<file path="src/hw/hub_cfg_pkg.sv">
// What this block does
// Product text bytes live at addresses 0x54 to 0x91, eight bits each.
// Serial text bytes live at addresses 0x92 to 0xcf, eight bits each.
// Each text area holds up to 31 sixteen-bit characters, 62 bytes.
// Writer stores each character low byte first, characters at ascending addresses.
// Register 0xd0 bits 1 to 4 enable charging on ports 1 to 4.
// Register 0xf6 bits 1:0 hold the upstream gain code; 7:2 reserved.
// Register 0xf8 holds one two-bit gain code per downstream port.
// Software should keep gain codes at 00 unless the board needs more drive.
// Register 0xfa bits 1 to 4 exchange plus and minus pins of ports 1 to 4.
// Bit 0 of register 0xfa exchanges the upstream plus and minus pins.
// Valid character counts come from separate length registers, at most 31.
// Reserved bits ignore writes and read as zero.
package hub_cfg_pkg;
  localparam logic [7:0] PRODUCT_TEXT_BASE = 8'h54;
  localparam logic [7:0] PRODUCT_TEXT_LAST = 8'h91;
  localparam logic [7:0] SERIAL_TEXT_BASE = 8'h92;
  localparam logic [7:0] SERIAL_TEXT_LAST = 8'hcf;
  localparam logic [7:0] PRODUCT_COUNT_ADDR = 8'h14;
  localparam logic [7:0] SERIAL_COUNT_ADDR = 8'h15;
  localparam logic [7:0] CHARGE_ADDR = 8'hd0;
  localparam logic [7:0] UP_GAIN_ADDR = 8'hf6;
  localparam logic [7:0] DN_GAIN_ADDR = 8'hf8;
  localparam logic [7:0] EXCHANGE_ADDR = 8'hfa;
  localparam int TEXT_BYTES = 62;
  localparam int TEXT_ADDR_W = 6;
  localparam logic [7:0] MAX_CHARS = 8'h1f;
  localparam logic [7:0] CHARGE_MASK = 8'h1e;
  localparam logic [7:0] UP_GAIN_MASK = 8'h03;
  localparam logic [7:0] DN_GAIN_MASK = 8'hff;
  localparam logic [7:0] EXCHANGE_MASK = 8'h1f;
  localparam logic [7:0] CTRL_RESET = 8'h00;
  localparam logic [7:0] COUNT_RESET = 8'h00;
  localparam int NUM_PORTS = 4;

  typedef enum logic [1:0] {GAIN_NONE, GAIN_LOW, GAIN_MEDIUM, GAIN_HIGH} gain_code_t;

  // Register access request from the configuration source
  typedef struct packed {
    logic wr;
    logic rd;
    logic [7:0] addr;
    logic [7:0] wdata;
  } cfg_req_t;

  // Settings presented to the port logic
  typedef struct packed {
    logic [NUM_PORTS:1] charge_support_on;
    gain_code_t upstream_gain_code;
    gain_code_t port4_gain_code;
    gain_code_t port3_gain_code;
    gain_code_t port2_gain_code;
    gain_code_t port1_gain_code;
    logic [NUM_PORTS:0] pair_exchange_bits;
  } port_cfg_t;
endpackage

</file>
<file path="src/hw/hub_port_config_registers.sv">
`timescale 1ns/1ns
module hub_port_config_registers
  import hub_cfg_pkg::*;
#(
  parameter int PORTS = 4
) (
  input wire logic clock,
  input wire logic arst_n,
  input hub_cfg_pkg::cfg_req_t cfg_req,
  output logic [7:0] cfg_rdata,
  output logic cfg_rvalid,
  input wire logic [5:0] product_rd_index,
  output logic [7:0] product_rd_byte,
  input wire logic [5:0] serial_rd_index,
  output logic [7:0] serial_rd_byte,
  output logic [7:0] product_text_count,
  output logic [7:0] serial_text_count,
  output hub_cfg_pkg::port_cfg_t port_cfg,
  input wire logic up_core_plus,
  input wire logic up_core_minus,
  output logic upstream_plus_pin,
  output logic upstream_minus_pin,
  input wire logic [4:1] dn_core_plus,
  input wire logic [4:1] dn_core_minus,
  output logic [4:1] downstream_plus_pins,
  output logic [4:1] downstream_minus_pins
);
  import hub_cfg_pkg::*;

  logic [7:0] charge_q;
  logic [7:0] up_gain_q;
  logic [7:0] dn_gain_q;
  logic [7:0] exchange_q;
  logic [7:0] product_count_q;
  logic [7:0] serial_count_q;
  logic [7:0] cfg_rdata_q;
  logic cfg_rvalid_q;
  logic product_hit;
  logic serial_hit;
  logic [5:0] product_off;
  logic [5:0] serial_off;
  logic [5:0] cfg_prod_idx;
  logic [5:0] cfg_ser_idx;
  logic [7:0] prod_cfg_byte;
  logic [7:0] ser_cfg_byte;
  logic [7:0] prod_port_byte;
  logic [7:0] ser_port_byte;
  logic charge_we;
  logic up_gain_we;
  logic dn_gain_we;
  logic exchange_we;
  logic product_count_we;
  logic serial_count_we;
  logic [7:0] cfg_rdata_d;

  // Address decode of the two text windows
  always_comb
  begin
    product_hit = (cfg_req.addr >= PRODUCT_TEXT_BASE) &&
                  (cfg_req.addr <= PRODUCT_TEXT_LAST);
    serial_hit = (cfg_req.addr >= SERIAL_TEXT_BASE) &&
                 (cfg_req.addr <= SERIAL_TEXT_LAST);
  end

  assign product_off = 6'(cfg_req.addr - PRODUCT_TEXT_BASE);
  assign serial_off = 6'(cfg_req.addr - SERIAL_TEXT_BASE);

  // Config reads share one port of each array with the descriptor reader
  assign cfg_prod_idx = (cfg_req.rd && product_hit) ? product_off : product_rd_index;
  assign cfg_ser_idx = (cfg_req.rd && serial_hit) ? serial_off : serial_rd_index;

  // Byte addresses map one to one, so low-then-high order is kept as written
  text_store #(.DEPTH(TEXT_BYTES), .AW(TEXT_ADDR_W)) product_store (
    .clock(clock),
    .wr_en(cfg_req.wr && product_hit),
    .wr_addr(product_off),
    .wr_data(cfg_req.wdata),
    .rd_addr(cfg_prod_idx),
    .rd_data(prod_cfg_byte)
  );

  text_store #(.DEPTH(TEXT_BYTES), .AW(TEXT_ADDR_W)) serial_store (
    .clock(clock),
    .wr_en(cfg_req.wr && serial_hit),
    .wr_addr(serial_off),
    .wr_data(cfg_req.wdata),
    .rd_addr(cfg_ser_idx),
    .rd_data(ser_cfg_byte)
  );

  assign prod_port_byte = prod_cfg_byte;
  assign ser_port_byte = ser_cfg_byte;

  // Write strobes, one per register, so each process below keeps one concern
  always_comb
  begin
    charge_we = cfg_req.wr && (cfg_req.addr == CHARGE_ADDR);
    up_gain_we = cfg_req.wr && (cfg_req.addr == UP_GAIN_ADDR);
    dn_gain_we = cfg_req.wr && (cfg_req.addr == DN_GAIN_ADDR);
    exchange_we = cfg_req.wr && (cfg_req.addr == EXCHANGE_ADDR);
    product_count_we = cfg_req.wr && (cfg_req.addr == PRODUCT_COUNT_ADDR);
    serial_count_we = cfg_req.wr && (cfg_req.addr == SERIAL_COUNT_ADDR);
  end

  // Product byte for the port logic; a config read of this area takes the index
  always_ff @(posedge clock or negedge arst_n)
  begin
    if (!arst_n)
      product_rd_byte <= 8'h00;
    else
      product_rd_byte <= prod_port_byte;
  end

  // Serial byte for the port logic, shared the same way as the product byte
  always_ff @(posedge clock or negedge arst_n)
  begin
    if (!arst_n)
      serial_rd_byte <= 8'h00;
    else
      serial_rd_byte <= ser_port_byte;
  end

  // Charge enables; bit 0 and bits 7:5 masked so they always read zero
  always_ff @(posedge clock or negedge arst_n)
  begin
    if (!arst_n)
      charge_q <= CTRL_RESET;
    else if (charge_we)
      charge_q <= cfg_req.wdata & CHARGE_MASK;
  end

  // Upstream gain code; only the low two bits are kept
  always_ff @(posedge clock or negedge arst_n)
  begin
    if (!arst_n)
      up_gain_q <= CTRL_RESET;
    else if (up_gain_we)
      up_gain_q <= cfg_req.wdata & UP_GAIN_MASK;
  end

  // Downstream gain codes, two bits per port, every bit in use
  always_ff @(posedge clock or negedge arst_n)
  begin
    if (!arst_n)
      dn_gain_q <= CTRL_RESET;
    else if (dn_gain_we)
      dn_gain_q <= cfg_req.wdata & DN_GAIN_MASK;
  end

  // Pair exchange bits; bits 7:5 masked
  always_ff @(posedge clock or negedge arst_n)
  begin
    if (!arst_n)
      exchange_q <= CTRL_RESET;
    else if (exchange_we)
      exchange_q <= cfg_req.wdata & EXCHANGE_MASK;
  end

  // Product length, stored raw so software reads back what it wrote
  always_ff @(posedge clock or negedge arst_n)
  begin
    if (!arst_n)
      product_count_q <= COUNT_RESET;
    else if (product_count_we)
      product_count_q <= cfg_req.wdata;
  end

  // Serial length, stored raw as well
  always_ff @(posedge clock or negedge arst_n)
  begin
    if (!arst_n)
      serial_count_q <= COUNT_RESET;
    else if (serial_count_we)
      serial_count_q <= cfg_req.wdata;
  end

  // Port logic sees at most 31 characters even if software wrote more
  assign product_text_count = (product_count_q > MAX_CHARS) ? MAX_CHARS : product_count_q;
  assign serial_text_count = (serial_count_q > MAX_CHARS) ? MAX_CHARS : serial_count_q;

  // Read data select; unmapped addresses read zero, idle cycles keep the last answer
  always_comb
  begin
    cfg_rdata_d = cfg_rdata_q;
    if (cfg_req.rd)
    begin
      if (product_hit)
        cfg_rdata_d = prod_cfg_byte;
      else if (serial_hit)
        cfg_rdata_d = ser_cfg_byte;
      else
      begin
        unique case (cfg_req.addr)
          CHARGE_ADDR: cfg_rdata_d = charge_q;
          UP_GAIN_ADDR: cfg_rdata_d = up_gain_q;
          DN_GAIN_ADDR: cfg_rdata_d = dn_gain_q;
          EXCHANGE_ADDR: cfg_rdata_d = exchange_q;
          PRODUCT_COUNT_ADDR: cfg_rdata_d = product_count_q;
          SERIAL_COUNT_ADDR: cfg_rdata_d = serial_count_q;
          default: cfg_rdata_d = 8'h00;
        endcase
      end
    end
  end

  // Read data stands until the next read, so a slow source may sample it late
  always_ff @(posedge clock or negedge arst_n)
  begin
    if (!arst_n)
      cfg_rdata_q <= 8'h00;
    else
      cfg_rdata_q <= cfg_rdata_d;
  end

  // Answer strobe, one cycle after each read
  always_ff @(posedge clock or negedge arst_n)
  begin
    if (!arst_n)
      cfg_rvalid_q <= 1'b0;
    else
      cfg_rvalid_q <= cfg_req.rd;
  end

  assign cfg_rdata = cfg_rdata_q;
  assign cfg_rvalid = cfg_rvalid_q;

  // Settings fanned out to ports; gain code 00 is the compliant default
  always_comb
  begin
    port_cfg.charge_support_on = charge_q[4:1];
    port_cfg.upstream_gain_code = gain_code_t'(up_gain_q[1:0]);
    port_cfg.port4_gain_code = gain_code_t'(dn_gain_q[7:6]);
    port_cfg.port3_gain_code = gain_code_t'(dn_gain_q[5:4]);
    port_cfg.port2_gain_code = gain_code_t'(dn_gain_q[3:2]);
    port_cfg.port1_gain_code = gain_code_t'(dn_gain_q[1:0]);
    port_cfg.pair_exchange_bits = exchange_q[4:0];
  end

  // Upstream pair routing
  pair_route up_route (
    .exchange(exchange_q[0]),
    .core_plus(up_core_plus),
    .core_minus(up_core_minus),
    .pin_plus(upstream_plus_pin),
    .pin_minus(upstream_minus_pin)
  );

  // Downstream pair routing, one per port
  for (genvar p = 1; p <= PORTS; p++)
  begin : g_dn
    pair_route dn_route (
      .exchange(exchange_q[p]),
      .core_plus(dn_core_plus[p]),
      .core_minus(dn_core_minus[p]),
      .pin_plus(downstream_plus_pins[p]),
      .pin_minus(downstream_minus_pins[p])
    );
  end
endmodule

</file>
<file path="src/hw/text_store.sv">
`timescale 1ns/1ns
// Byte array for one descriptor text area
module text_store #(
  parameter int DEPTH = 62,
  parameter int AW = 6
) (
  input wire logic clock,
  input wire logic wr_en,
  input wire logic [AW-1:0] wr_addr,
  input wire logic [7:0] wr_data,
  input wire logic [AW-1:0] rd_addr,
  output logic [7:0] rd_data
);
  logic [7:0] mem [DEPTH];

  // No reset on the array: contents are loaded before use
  always_ff @(posedge clock)
  begin
    if (wr_en)
      mem[wr_addr] <= wr_data;
  end

  // Out of range reads return zero
  always_comb
  begin
    rd_data = 8'h00;
    if (int'(rd_addr) < DEPTH)
      rd_data = mem[rd_addr];
  end
endmodule

</file>
<file path="src/hw/pair_route.sv">
`timescale 1ns/1ns
// Exchanges the plus and minus lines of one differential pair
module pair_route (
  input wire logic exchange,
  input wire logic core_plus,
  input wire logic core_minus,
  output logic pin_plus,
  output logic pin_minus
);
  assign pin_plus = exchange ? core_minus : core_plus;
  assign pin_minus = exchange ? core_plus : core_minus;
endmodule

</file>
<file path="config.mk">
export PLATFORM = sky130hd
export DESIGN_NAME = hub_port_config_registers
export DESIGN_NICKNAME = d
export VERILOG_FILES = /design/src/hw/hub_cfg_pkg.sv /design/src/hw/hub_port_config_registers.sv /design/src/hw/text_store.sv /design/src/hw/pair_route.sv
export SDC_FILE = /design/constraint.sdc
export NUM_CORES = 1
export LEC_CHECK = 0
export BUFFER_PORTS_ARGS = -buffer_cell sky130_fd_sc_hd__buf_4
export CORE_MARGIN = 1.5
export CORE_UTILIZATION = 45
export DETAILED_ROUTE_END_ITERATION = 10
export MAX_ROUTING_LAYER = met4
export RECOVER_POWER = 100
export REMOVE_ABC_BUFFERS = 1
export SYNTH_ARGS = -nofsm -noshare
export SYNTH_HDL_FRONTEND = slang
export SYNTH_SLANG_ARGS = --single-unit
</file>
<file path="constraint.sdc">
create_clock -name clock -period 3.1 [get_ports clock]
set_input_delay 0.62 -clock clock [delete_from_list [all_inputs] [get_ports clock]]
set_output_delay 0.62 -clock clock [all_outputs]
set_load 0.01 [all_outputs]
</file>
==> results.sh <==
export IMPL_die_x_um=314
export IMPL_min_delay_path_class="input pin to async pin"
export IMPL_drcViolationCount=0
export IMPL_firstDrtPassIters=9
export IMPL_cts_buffer_depth=3
export IMPL_gp_congestion=1.01
export IMPL_rrSetupSlack_ps=920
export IMPL_startpoint="cfg_req[11]"
export IMPL_peakVddDrop_mv=0.521
export IMPL_cp_endpoint="cfg_rdata[4]$_DFFE_PN0P_"
export IMPL_finalHoldViolations=0
export IMPL_postCtsHoldBufs=0
export IMPL_syn_inst=3056
export IMPL_fin_crit_ps=3580
export IMPL_via_per_inst=5.83
export IMPL_cp_end_kind="flop"
export IMPL_syn_to_final_growth_pct=30.7
export IMPL_required_ps=3690
export IMPL_syn_area_per_cell_um2=14.3
export IMPL_port_buffer_count=105
export IMPL_violations="capacitance limit, slew limit, setup timing"
export IMPL_cts_root_buffer="clkbuf_16"
export IMPL_grt_remaining_overflow=0
export IMPL_ios=112
export IMPL_slew_violations=760
export IMPL_seq_area_frac_synth=0.717
export IMPL_grtUsageTotal=0.294
export IMPL_synth_warning_count=0
export IMPL_cap_violations=11
export IMPL_drtAntennaViolNets=0
export IMPL_drive_gt1_frac=0.331
export IMPL_antenna_found_initial=5
export IMPL_rsz0062_at_grt="yes"
export IMPL_fp_dieH_um=314
export IMPL_worst_setup_path_type="input pin to flop"
export IMPL_syn_area_mm2=0.0436
export IMPL_p_leak_nw=20.7
export IMPL_final_util=0.591
export IMPL_relSlewSlack=-1.10
export IMPL_cts_tree="done"
export IMPL_clk_pin_slew_ps=60
export IMPL_timing_rr_end="cfg_rdata[3]$_DFFE_PN0P_"
export IMPL_place_hpwl_um=95500
export IMPL_setup_viol=24
export IMPL_grt_pass1_wl_um=205000
export IMPL_fin_cells=5242
export IMPL_routed_wl_um=143000
export IMPL_htreeDepth=3
export IMPL_vias=30500
export IMPL_outcome="complete, but fails checks"
export IMPL_clk_latency_ps=700
export IMPL_skew_ps=30.6
export IMPL_start_util=0.452
export IMPL_reg2regPathDepth=7
export IMPL_synth_top_flop_cell="edfxtp_1"
export IMPL_grt_pass1_vias=30100
export IMPL_dieArea_mm2=0.0988
export IMPL_cts_buffers=105
export IMPL_detail_route_iter0_violations=3186
export IMPL_ys_seq_elements=1052
export IMPL_nNetsFinal=3921
export IMPL_async_reset_ff_frac=0.0570
export IMPL_power_density_mw_per_mm2=577
export IMPL_crit_fanout=7
export IMPL_synth_edff_count=992
export IMPL_fp_row_count=114
export IMPL_post_route_period_util=1.15
export IMPL_fin_ws_ps=-477
export IMPL_dp_cells=4930
export IMPL_reg2reg_from="serial_store.mem[51][3]$_DFFE_PP_"
export IMPL_wl_per_cell_um=27.2
export IMPL_ys_types=91
export IMPL_cts_sinks=1052
export IMPL_critPathArrivalTime_ps=4170
export IMPL_worst_pin_slew_ps=3150
export IMPL_clock_fmax_ghz=0.280
export IMPL_core_area_mm2=0.0964
export IMPL_cp_start_kind="input pin"
export IMPL_grt_max_degree=131
[report_power, final]
group,internal [mW],switching (mW),total [mW]
Sequential,15.7,0.102,15.8
Clock,6.97,5.40,12.4
Combinational,2.03,2.70,4.73
Total,24.7,8.20,32.9
[cell families after synthesis]
group,after synthesis,synth area share
XOR/XNOR,8,0.00161
AO/OA/AOI/OAI,517,0.0886
other,1,0.0000860
flip-flops,1052,0.717
buffers and inverters,210,0.0274
multiplexers,223,0.0580
adder cells (fa/ha/maj),9,0.00258
AND/OR/NAND/NOR,1036,0.105
[metrics by stage]
step / total power [mW] / hold WS, ps / setup WS (ps) / instance area, µm² / TNS (ps)
after floorplan: 17.5 / 324 / -2740 / 42500 / -56390
after global placement: 19.9 / 507 / -1790 / 50800 / -110380
after detailed placement: 20.0 / 513 / -1770 / 50800 / -106290
after CTS: 32.8 / 4.07 / -326 / 56500 / -5310
after global routing: 33.7 / 351 / -539 / 57000 / -12490
final: 32.9 / 323 / -477 / 57000 / -8330
[Yosys cell counts (13+ instances only)]
master     instances  area [µm²]
a2111oi_0         13         114
a211oi_1          90         676
a21oi_1           58         290
a221oi_1          25         219
a311oi_1          15         131
a31oi_1           69         432
a32oi_1           14         123
and3_1           103         644
buf_2             72         360
buf_4             48         360
buf_6             18         203
clkbuf_1          50         188
dfrtp_1           60        1500
edfxtp_1         992       29800
inv_1             20        75.1
mux2_2            93        1050
mux2i_1          115        1150
mux4_2            14         315
nand2_1          510        1910
nand2b_1          20         125
nand3_1          122         611
nand4_1           16         100
nor2_1           209         785
nor3_1            15        75.1
o2111ai_1         17         149
o211ai_1          19         143
o21ai_0           40         200
o22ai_1           30         188
[cell usage in the layout (no fill, tap or decap), drive strengths merged, types with 12 or more instances in the layout]
master	netlist	routed
o2111ai	17	17
mux4	14	14
a311oi	15	15
a2111oi	15	15
and3	103	103
a221oi	26	26
nand4	16	16
mux2i	115	115
buf	140	756
a211oi	94	94
o21ai	51	51
o31ai	12	12
nand3	126	126
nand2b	20	20
mux2	94	94
o211ai	19	19
clkinv	0	38
dfrtp	60	60
a21oi	62	62
nand2	513	513
edfxtp	992	992
o22ai	30	30
a31oi	71	71
nor3	15	15
clkbuf	50	282
inv	20	21
nor2	210	210
a32oi	14	14
[registers in the layout (all words and copies together) (netlist names)]
signal             cells
up_gain_q              2
charge_q               4
product_rd_byte        8
product_store.mem    496
cfg_rdata              8
exchange_q             5
serial_rd_byte         8
product_count_q        8
cfg_rvalid             1
dn_gain_q              8
serial_store.mem     496
serial_count_q         8
[layer usage]
layer | vias to the layer above | track usage | wire (µm)
li1 | 13400 | - | -
met1 | 15400 | 0.378 | 56300
met2 | 1378 | 0.473 | 68700
met3 | 330 | 0.0476 | 11300
met4 | 0 | 0.111 | 6420
met5 | - | - | 0
[critical path: stages]
cell	delay, ps
buf_12	120
clkinv_8	40
ha_4	120
or3b_4	370
a311o_1	420
buf_6	160
a2111oi_4	340
buf_4	180
a21o_4	130
buf_12	150
buf_8	140
buf_6	110
buf_4	100
buf_4	90
mux2i_1	220
a211oi_2	120
buf_4	150
o31ai_4	110
a2bb2oi_2	120
buf_4	160
a21o_1	160
[repair_timing]
action / in CTS / in global routing
gates resized for setup: 295 / 176
cloned: 8 / 3
pin swaps: 101 / 98
buffers inserted: 77 / 40
setup endpoints to repair: 24 / 24
[worst min-delay path by stage]
stage                                         to  cells past startpoint
5_1_grt        serial_store.mem[38][6]$_DFFE_PP_                      1
3_5_place_dp      product_count_q[0]$_DFFE_PN0P_                      1
2_1_floorplan           cfg_rdata[0]$_DFFE_PN0P_                      0
4_1_cts                 dn_gain_q[3]$_DFFE_PN0P_                      1
3_3_place_gp      product_count_q[1]$_DFFE_PN0P_                      1
6_report                dn_gain_q[2]$_DFFE_PN0P_                      1
[layout make-up]
class,instances,area [µm²]
sequential,1052,31300
fill,7517,39400
clock inverter,50,422
antenna,6,15.0
timing repair buffer,892,7690
multi-input combinational,1799,13000
tap,1276,1600
inverter,20,104
clock buffer,147,2910
Note: power is estimated with default switching activity, not from simulation.
